<file path="src/rtl/dsc_pkg.sv">
// Package for the delta-sigma converter control block
// Contract
// - Delta-sigma bitstream decimated into 24-bit result
// - Bit 7 is filter reset, 1 resets
// - Filter held in reset while bit set
// - Reset discards conversion; no partial result
// - No new conversion until reset cleared
// - Bit 6 sleep select, only when powered
// - Powered and awake: conversions run normally
// - Powered with sleep set: enter sleep
// - Sleep keeps only amplifier and bandgap on
// - Bit 5 power-down overrides sleep and reset
// - Bits 4..1 select ratio 32768 down to 256
`default_nettype none
package dsc_pkg;
	localparam int DSC_RES_W = 24;
	localparam logic [7:0] DSC_CTRL0_IDX = 8'h07;
	localparam logic [31:0] DSC_CTRL0_ADDR = {22'h0, DSC_CTRL0_IDX, 2'h0};
	localparam logic [31:0] DSC_STAT_ADDR = 32'h0000_0020;
	localparam logic [31:0] DSC_DATA_ADDR = 32'h0000_0024;
	localparam logic [7:0] DSC_CTRL0_RST = 8'h20;
	localparam int DSC_BIT_FRST = 7;
	localparam int DSC_BIT_SLP = 6;
	localparam int DSC_BIT_OFF = 5;
	localparam int DSC_OSR_LO = 1;
	localparam logic [3:0] DSC_OSR_MAX_CODE = 4'h7;
	localparam int DSC_OSR_BASE_LOG2 = 15;
	localparam int DSC_CNT_W = 16;

	typedef struct packed {
		logic filter_reset_ctl;
		logic sleep_select;
		logic power_down_ctl;
		logic [3:0] oversample_rate_sel;
		logic reference_select;
	} dsc_ctrl_s;

	typedef struct packed {
		logic modulator_en;
		logic amp_en;
		logic bandgap_en;
		logic filter_rst;
	} dsc_pwr_s;

	typedef enum logic [1:0] {
		DSC_OFF = 2'b00,
		DSC_SLEEP = 2'b01,
		DSC_HALT = 2'b10,
		DSC_RUN = 2'b11
	} dsc_mode_e;
endpackage
`default_nettype wire

</file>
<file path="src/rtl/dsc_ctrl.sv">
// Delta-sigma converter control: register, modes and sinc decimator
`default_nettype none
module dsc_ctrl import dsc_pkg::*; #(
	parameter int RES_W = DSC_RES_W
) (
	// Clock and reset
	input wire logic CLK,
	input wire logic RESET_N,
	// Wishbone slave
	input wire logic WB_CYC_I,
	input wire logic WB_STB_I,
	input wire logic WB_WE_I,
	input wire logic [31:0] WB_ADR_I,
	input wire logic [3:0] WB_SEL_I,
	input wire logic [31:0] WB_DAT_I,
	output logic [31:0] WB_DAT_O,
	output logic WB_ACK_O,
	output logic WB_ERR_O,
	// Modulator bitstream and analog enables
	input wire logic MOD_BIT,
	output dsc_pwr_s PWR_CTL,
	output logic REF_SEL,
	// Result
	output logic [RES_W-1:0] RESULT,
	output logic RESULT_VALID
);
	localparam int ACC_W = 3 * DSC_CNT_W;

	dsc_ctrl_s ctrl_ff, nxt_ctrl;
	logic ack_ff, nxt_ack, err_ff, nxt_err;
	logic [31:0] rdat_ff, nxt_rdat;
	dsc_mode_e mode;
	logic [ACC_W-1:0] i1_ff, i2_ff, i3_ff, d1_ff, d2_ff, d3_ff;
	logic [ACC_W-1:0] nxt_i1, nxt_i2, nxt_i3, nxt_d1, nxt_d2, nxt_d3;
	logic [DSC_CNT_W-1:0] cnt_ff, nxt_cnt;
	logic [1:0] warm_ff, nxt_warm;
	logic [RES_W-1:0] res_ff, nxt_res;
	logic vld_ff, nxt_vld;
	logic [DSC_CNT_W-1:0] ratio_m1;
	logic [4:0] shift;
	logic [ACC_W-1:0] c1, c2, c3;
	logic req, hit_ctl, hit_st, hit_dat;

	assign req = WB_CYC_I && WB_STB_I && !ack_ff && !err_ff;
	assign hit_ctl = WB_ADR_I == DSC_CTRL0_ADDR;
	assign hit_st = WB_ADR_I == DSC_STAT_ADDR;
	assign hit_dat = WB_ADR_I == DSC_DATA_ADDR;

	always_comb begin
		nxt_ctrl = ctrl_ff;
		nxt_ack = 1'b0;
		nxt_err = 1'b0;
		nxt_rdat = rdat_ff;
		if (req) begin
			if (hit_ctl || hit_st || hit_dat) begin
				nxt_ack = 1'b1;
				if (WB_WE_I && hit_ctl && WB_SEL_I[0]) begin
					nxt_ctrl = dsc_ctrl_s'(WB_DAT_I[7:0]);
				end
				if (!WB_WE_I) begin
					if (hit_ctl) begin
						nxt_rdat = {24'h0, ctrl_ff};
					end else if (hit_st) begin
						nxt_rdat = {29'h0, vld_ff, mode};
					end else begin
						nxt_rdat = {{(32 - RES_W){1'b0}}, res_ff};
					end
				end
			end else begin
				nxt_err = 1'b1;
			end
		end
	end

	always_ff @(posedge CLK or negedge RESET_N) begin
		if (!RESET_N) begin
			ctrl_ff <= dsc_ctrl_s'(DSC_CTRL0_RST);
			ack_ff <= 1'b0;
			err_ff <= 1'b0;
			rdat_ff <= 32'h0;
		end else begin
			ctrl_ff <= nxt_ctrl;
			ack_ff <= nxt_ack;
			err_ff <= nxt_err;
			rdat_ff <= nxt_rdat;
		end
	end

	assign WB_ACK_O = ack_ff;
	assign WB_ERR_O = err_ff;
	assign WB_DAT_O = rdat_ff;

	// Power-down outranks sleep and filter reset
	always_comb begin
		if (ctrl_ff.power_down_ctl) begin
			mode = DSC_OFF;
		end else if (ctrl_ff.sleep_select) begin
			mode = DSC_SLEEP;
		end else if (ctrl_ff.filter_reset_ctl) begin
			mode = DSC_HALT;
		end else begin
			mode = DSC_RUN;
		end
	end

	// Amplifier and bandgap stay up in sleep for fast common-mode recovery
	always_comb begin
		PWR_CTL.modulator_en = mode == DSC_RUN || mode == DSC_HALT;
		PWR_CTL.amp_en = mode != DSC_OFF;
		PWR_CTL.bandgap_en = mode != DSC_OFF;
		PWR_CTL.filter_rst = mode != DSC_RUN;
	end
	assign REF_SEL = ctrl_ff.reference_select;

	// Codes above 0111 clamp to the smallest ratio
	always_comb begin
		logic [3:0] code;
		code = ctrl_ff.oversample_rate_sel;
		if (code > DSC_OSR_MAX_CODE) begin
			code = DSC_OSR_MAX_CODE;
		end
		ratio_m1 = DSC_CNT_W'((32'h1 << (DSC_OSR_BASE_LOG2 - int'(code))) - 1);
		shift = 5'(3 * (DSC_OSR_BASE_LOG2 - int'(code)) + 1 - RES_W);
	end

	// Third-order sinc: integrators every sample, combs at ratio boundary
	always_comb begin
		c1 = i3_ff - d1_ff;
		c2 = c1 - d2_ff;
		c3 = c2 - d3_ff;
		nxt_i1 = i1_ff + ACC_W'(MOD_BIT);
		nxt_i2 = i2_ff + i1_ff;
		nxt_i3 = i3_ff + i2_ff;
		nxt_d1 = d1_ff;
		nxt_d2 = d2_ff;
		nxt_d3 = d3_ff;
		nxt_cnt = cnt_ff + 1'b1;
		nxt_warm = warm_ff;
		nxt_res = res_ff;
		nxt_vld = 1'b0;
		if (cnt_ff >= ratio_m1) begin
			nxt_cnt = '0;
			nxt_d1 = i3_ff;
			nxt_d2 = c1;
			nxt_d3 = c2;
			// First words after restart are settling, not results
			if (warm_ff == 2'h3) begin
				nxt_res = RES_W'(c3 >> shift);
				nxt_vld = 1'b1;
			end else begin
				nxt_warm = warm_ff + 1'b1;
			end
		end
		if (mode != DSC_RUN) begin
			nxt_i1 = '0;
			nxt_i2 = '0;
			nxt_i3 = '0;
			nxt_d1 = '0;
			nxt_d2 = '0;
			nxt_d3 = '0;
			nxt_cnt = '0;
			nxt_warm = '0;
			nxt_vld = 1'b0;
		end
	end

	always_ff @(posedge CLK or negedge RESET_N) begin
		if (!RESET_N) begin
			i1_ff <= '0;
			i2_ff <= '0;
			i3_ff <= '0;
			d1_ff <= '0;
			d2_ff <= '0;
			d3_ff <= '0;
			cnt_ff <= '0;
			warm_ff <= 2'h0;
			res_ff <= '0;
			vld_ff <= 1'b0;
		end else begin
			i1_ff <= nxt_i1;
			i2_ff <= nxt_i2;
			i3_ff <= nxt_i3;
			d1_ff <= nxt_d1;
			d2_ff <= nxt_d2;
			d3_ff <= nxt_d3;
			cnt_ff <= nxt_cnt;
			warm_ff <= nxt_warm;
			res_ff <= nxt_res;
			vld_ff <= nxt_vld;
		end
	end

	assign RESULT = res_ff;
	assign RESULT_VALID = vld_ff;
endmodule // dsc_ctrl
`default_nettype wire

</file>
<file path="config.mk">
export PLATFORM = sky130hd
export DESIGN_NAME = dsc_ctrl
export DESIGN_NICKNAME = d
export VERILOG_FILES = /design/src/rtl/dsc_pkg.sv /design/src/rtl/dsc_ctrl.sv
export SDC_FILE = /design/constraint.sdc
export NUM_CORES = 1
export LEC_CHECK = 0
export BUFFER_PORTS_ARGS = -buffer_cell sky130_fd_sc_hd__clkbuf_2
export CAP_MARGIN = 0
export CORE_MARGIN = 10
export CORE_UTILIZATION = 50
export DETAILED_ROUTE_END_ITERATION = 8
export PLACE_DENSITY_LB_ADDON = 0.15
export SLEW_MARGIN = 15
export SYNTH_ARGS = -nofsm -noshare
export SYNTH_HDL_FRONTEND = slang
export SYNTH_SLANG_ARGS = --single-unit
</file>
<file path="constraint.sdc">
create_clock -name CLK -period 11.1 [get_ports CLK]
set_input_delay 1.665 -clock CLK [delete_from_list [all_inputs] [get_ports CLK]]
set_output_delay 1.665 -clock CLK [all_outputs]
set_load 0.03 [all_outputs]
</file>
==> impl_metrics.tcl <==
set metrics [dict create \
    min_period_ns 9.195 \
    post-route-period-util_pct 82.84 \
    outcome "finished, final reports clean" \
    post_cts_buffers 0 \
    cts_root_buffer "clkbuf_16" \
    finish.cell_count_without_fillers 4664 \
    grt_pass1_wl_mm 126.1 \
    arrival_ns 9.71 \
    fillerInstances 5742 \
    grt_pass1_vias 25370 \
    synth_area_sq_mm 0.03032 \
    grt_max_degree 113 \
    ys.flop_type "dfrtp_1" \
    fin_skew_ns 0.02129 \
    layout_commonest_cell "nand2_1" \
    clk_latency_ns 0.61 \
    cts.sinks 365 \
    route.detailed.drc 0 \
    vias 26430 \
    track_usage_pct 20.93 \
    dp.cells 4583 \
    final_cell_mix "539 x nand2_1, 402 x a21oi_1, 364 x dfrtp_1" \
    grt-ovfl-total 0 \
    cp_max_fo 8 \
    cts_buffers 44 \
    start_util_pct 50.32 \
    postSynthAreaPerCell_sq_um 7.916 \
    ctsResizeCount 0 \
    synth_cells 3830 \
    crit_start "i3_ff[1]" \
    cts_tree "built" \
    clock_path_buffers 3 \
    place_congestion 0.8948 \
    antenna_found_initial 0 \
    synth_cell_types 87 \
    cp_slowest_cell "a2111oi_0" \
    r2r_slack_ns 1.90 \
    htree_levels 2 \
    ir_drop_mv 0.1013 \
    max_slew_margin_pct 27.91 \
    p_leak_nw 15.48 \
    async_flop_share_pct 100.0 \
    worst-path-stages 32 \
    maxCapViolCount 0 \
    ys_seq_elements 365 \
    worstReg2RegStart "i3_ff[1]" \
    fp.dieH_um 266.2 \
    start_kind "flip-flop" \
    max_freq_ghz 0.1087 \
    synth_edf_count 0 \
    fin_tns_setup_ns 0 \
    die-area_sq_mm 0.07088 \
    io_pins 138 \
    wl_mm 75.29 \
    setup_viol 0 \
    dr.first_iter.drc_count 1547 \
    crit_top_cell "a21oi_1" \
    core_area_sq_mm 0.06025 \
    rsz0062_at_grt "no" \
    worstMarginPinSlew_ns 1.054 \
    ys_seq_area_share_pct 30.13 \
    num_rows 90 \
    max_stage_delay_ns 0.87 \
    die_w_um 266.2 \
    endpoint "RESULT[17]" \
    wire_per_inst_um 16.14 \
    post-dp-hpwl_mm 56.14 \
    numPortBuffers 102 \
    nNetsFinal 4188 \
    critPathKind "reg2reg" \
    hold_viol 0 \
    min_path_type "reg2reg" \
    hold_buffers 0 \
    critPathBufInv 0 \
    r2r_cells 32 \
    layout-drive-gt1-share_pct 7.264 \
    antenna_left 0 \
    vias_per_cell 5.668 \
    crit_family "compound AO/OA/AOI/OAI gates" \
    path_clk_slew_ns 0.06 \
    ys_warn_count 0 \
    p_per_area_mw_per_mm2 90.58 \
    slew_viol_final 0 \
    required_ns 11.61 \
    r2r_end "RESULT[17]" \
    synthToLayoutAreaGrowth_pct 9.146 \
    antennaDiodeCount 0 \
    first_pass_iters 5 \
    worst_setup_path_end_kind "flip-flop" \
]
==> synthesized netlist by cell type (37+ instances only) <==
| library cell | count | area, sq um |
|---|---|---|
| nand2_1 | 539 | 2023 |
| a21oi_1 | 402 | 2012 |
| dfrtp_1 | 364 | 9109 |
| nor2_1 | 346 | 1299 |
| ha_1 | 262 | 3278 |
| inv_1 | 214 | 803.3 |
| o21ai_0 | 184 | 920.9 |
| clkbuf_1 | 159 | 596.8 |
| a21o_1 | 135 | 1013 |
| xnor2_1 | 131 | 1147 |
| xor2_1 | 116 | 1016 |
| nand3_1 | 103 | 515.5 |
| nor3_1 | 71 | 355.3 |
| a211oi_1 | 57 | 427.9 |
| and3_1 | 55 | 344.1 |
| o21a_1 | 51 | 382.9 |
| a31oi_1 | 47 | 294.0 |
| nand4_1 | 39 | 244.0 |
| nand2b_1 | 37 | 231.5 |
| o211ai_1 | 37 | 277.8 |
==> logic make-up after synthesis <==
group,share of synthesized area (%)
xor+xnor,7.264
compound gates,24.41
mux,2.010
flops,30.13
buf+inv,4.944
simple gates,20.07
other cells,0.02477
fa+ha+maj,11.14
==> area by class of cell <==
type	count	area (sq um)	area share (%)
timing repair buffer	132	745.7	2.254
tap	782	978.4	2.957
multi-input combinational	3089	19790	59.81
inverter	215	814.5	2.462
sequential	365	9135	27.61
clock buffer	54	1220	3.687
clock inverter	27	404.1	1.221
==> per-stage QoR <==
step	util [%]	power, mW	setup WS, ns	instance area (sq um)	hold WS [ns]
2_1_floorplan	-	1.377	3.772	30370	0.4737
3_3_place_gp	52.23	1.417	1.990	31470	0.4593
3_5_place_dp	52.23	1.417	1.957	31470	0.4693
4_1_cts	54.92	3.040	1.898	33090	0.4822
5_1_grt	54.92	3.095	1.084	33090	0.5002
6_report	54.92	2.997	1.905	33090	0.4745
==> sequential cells by signal (all words and copies together) (netlist names), 24 cells and up <==
signal / flops
d2_ff: 48
i1_ff: 48
d1_ff: 48
d3_ff: 48
RESULT: 24
i2_ff: 48
i3_ff: 48
WB_DAT_O: 24
==> how the worst min path moves through the flow <==
stage,from,to,slack [ns],cells past startpoint
floorplan,cnt_ff[0],cnt_ff[0],0.47,1
global placement,WB_DAT_O[16],WB_DAT_O[16],0.46,2
finish,WB_DAT_O[17],WB_DAT_O[17],0.47,2
CTS,WB_DAT_O[15],WB_DAT_O[15],0.48,2
detailed placement,WB_DAT_O[9],WB_DAT_O[9],0.47,2
global route,WB_DAT_O[3],WB_DAT_O[3],0.50,2
==> tightest hold or removal path, cell delays in order (launching register included) <==
cell	delay, ns
dfrtp_1	0.34
nand2_1	0.04
o21ai_0	0.06
==> per-layer routing <==
metal / vias to the layer above / routed length, um / global-route usage (%)
li1: 13680 / - / -
met1: 12240 / 35540 / 27.12
met5: - / 0 / 0
met3: 122 / 2418 / 2.325
met2: 391 / 35150 / 35.72
met4: 0 / 2192 / 7.057
==> report_power, final <==
group / switching (mW) / internal (mW) / total, mW
combinational: 0.0453 / 0.0150 / 0.0603
sequential: 0.0000849 / 1.33 / 1.33
clock: 0.612 / 0.994 / 1.61
(Power assumes the default switching activity.)
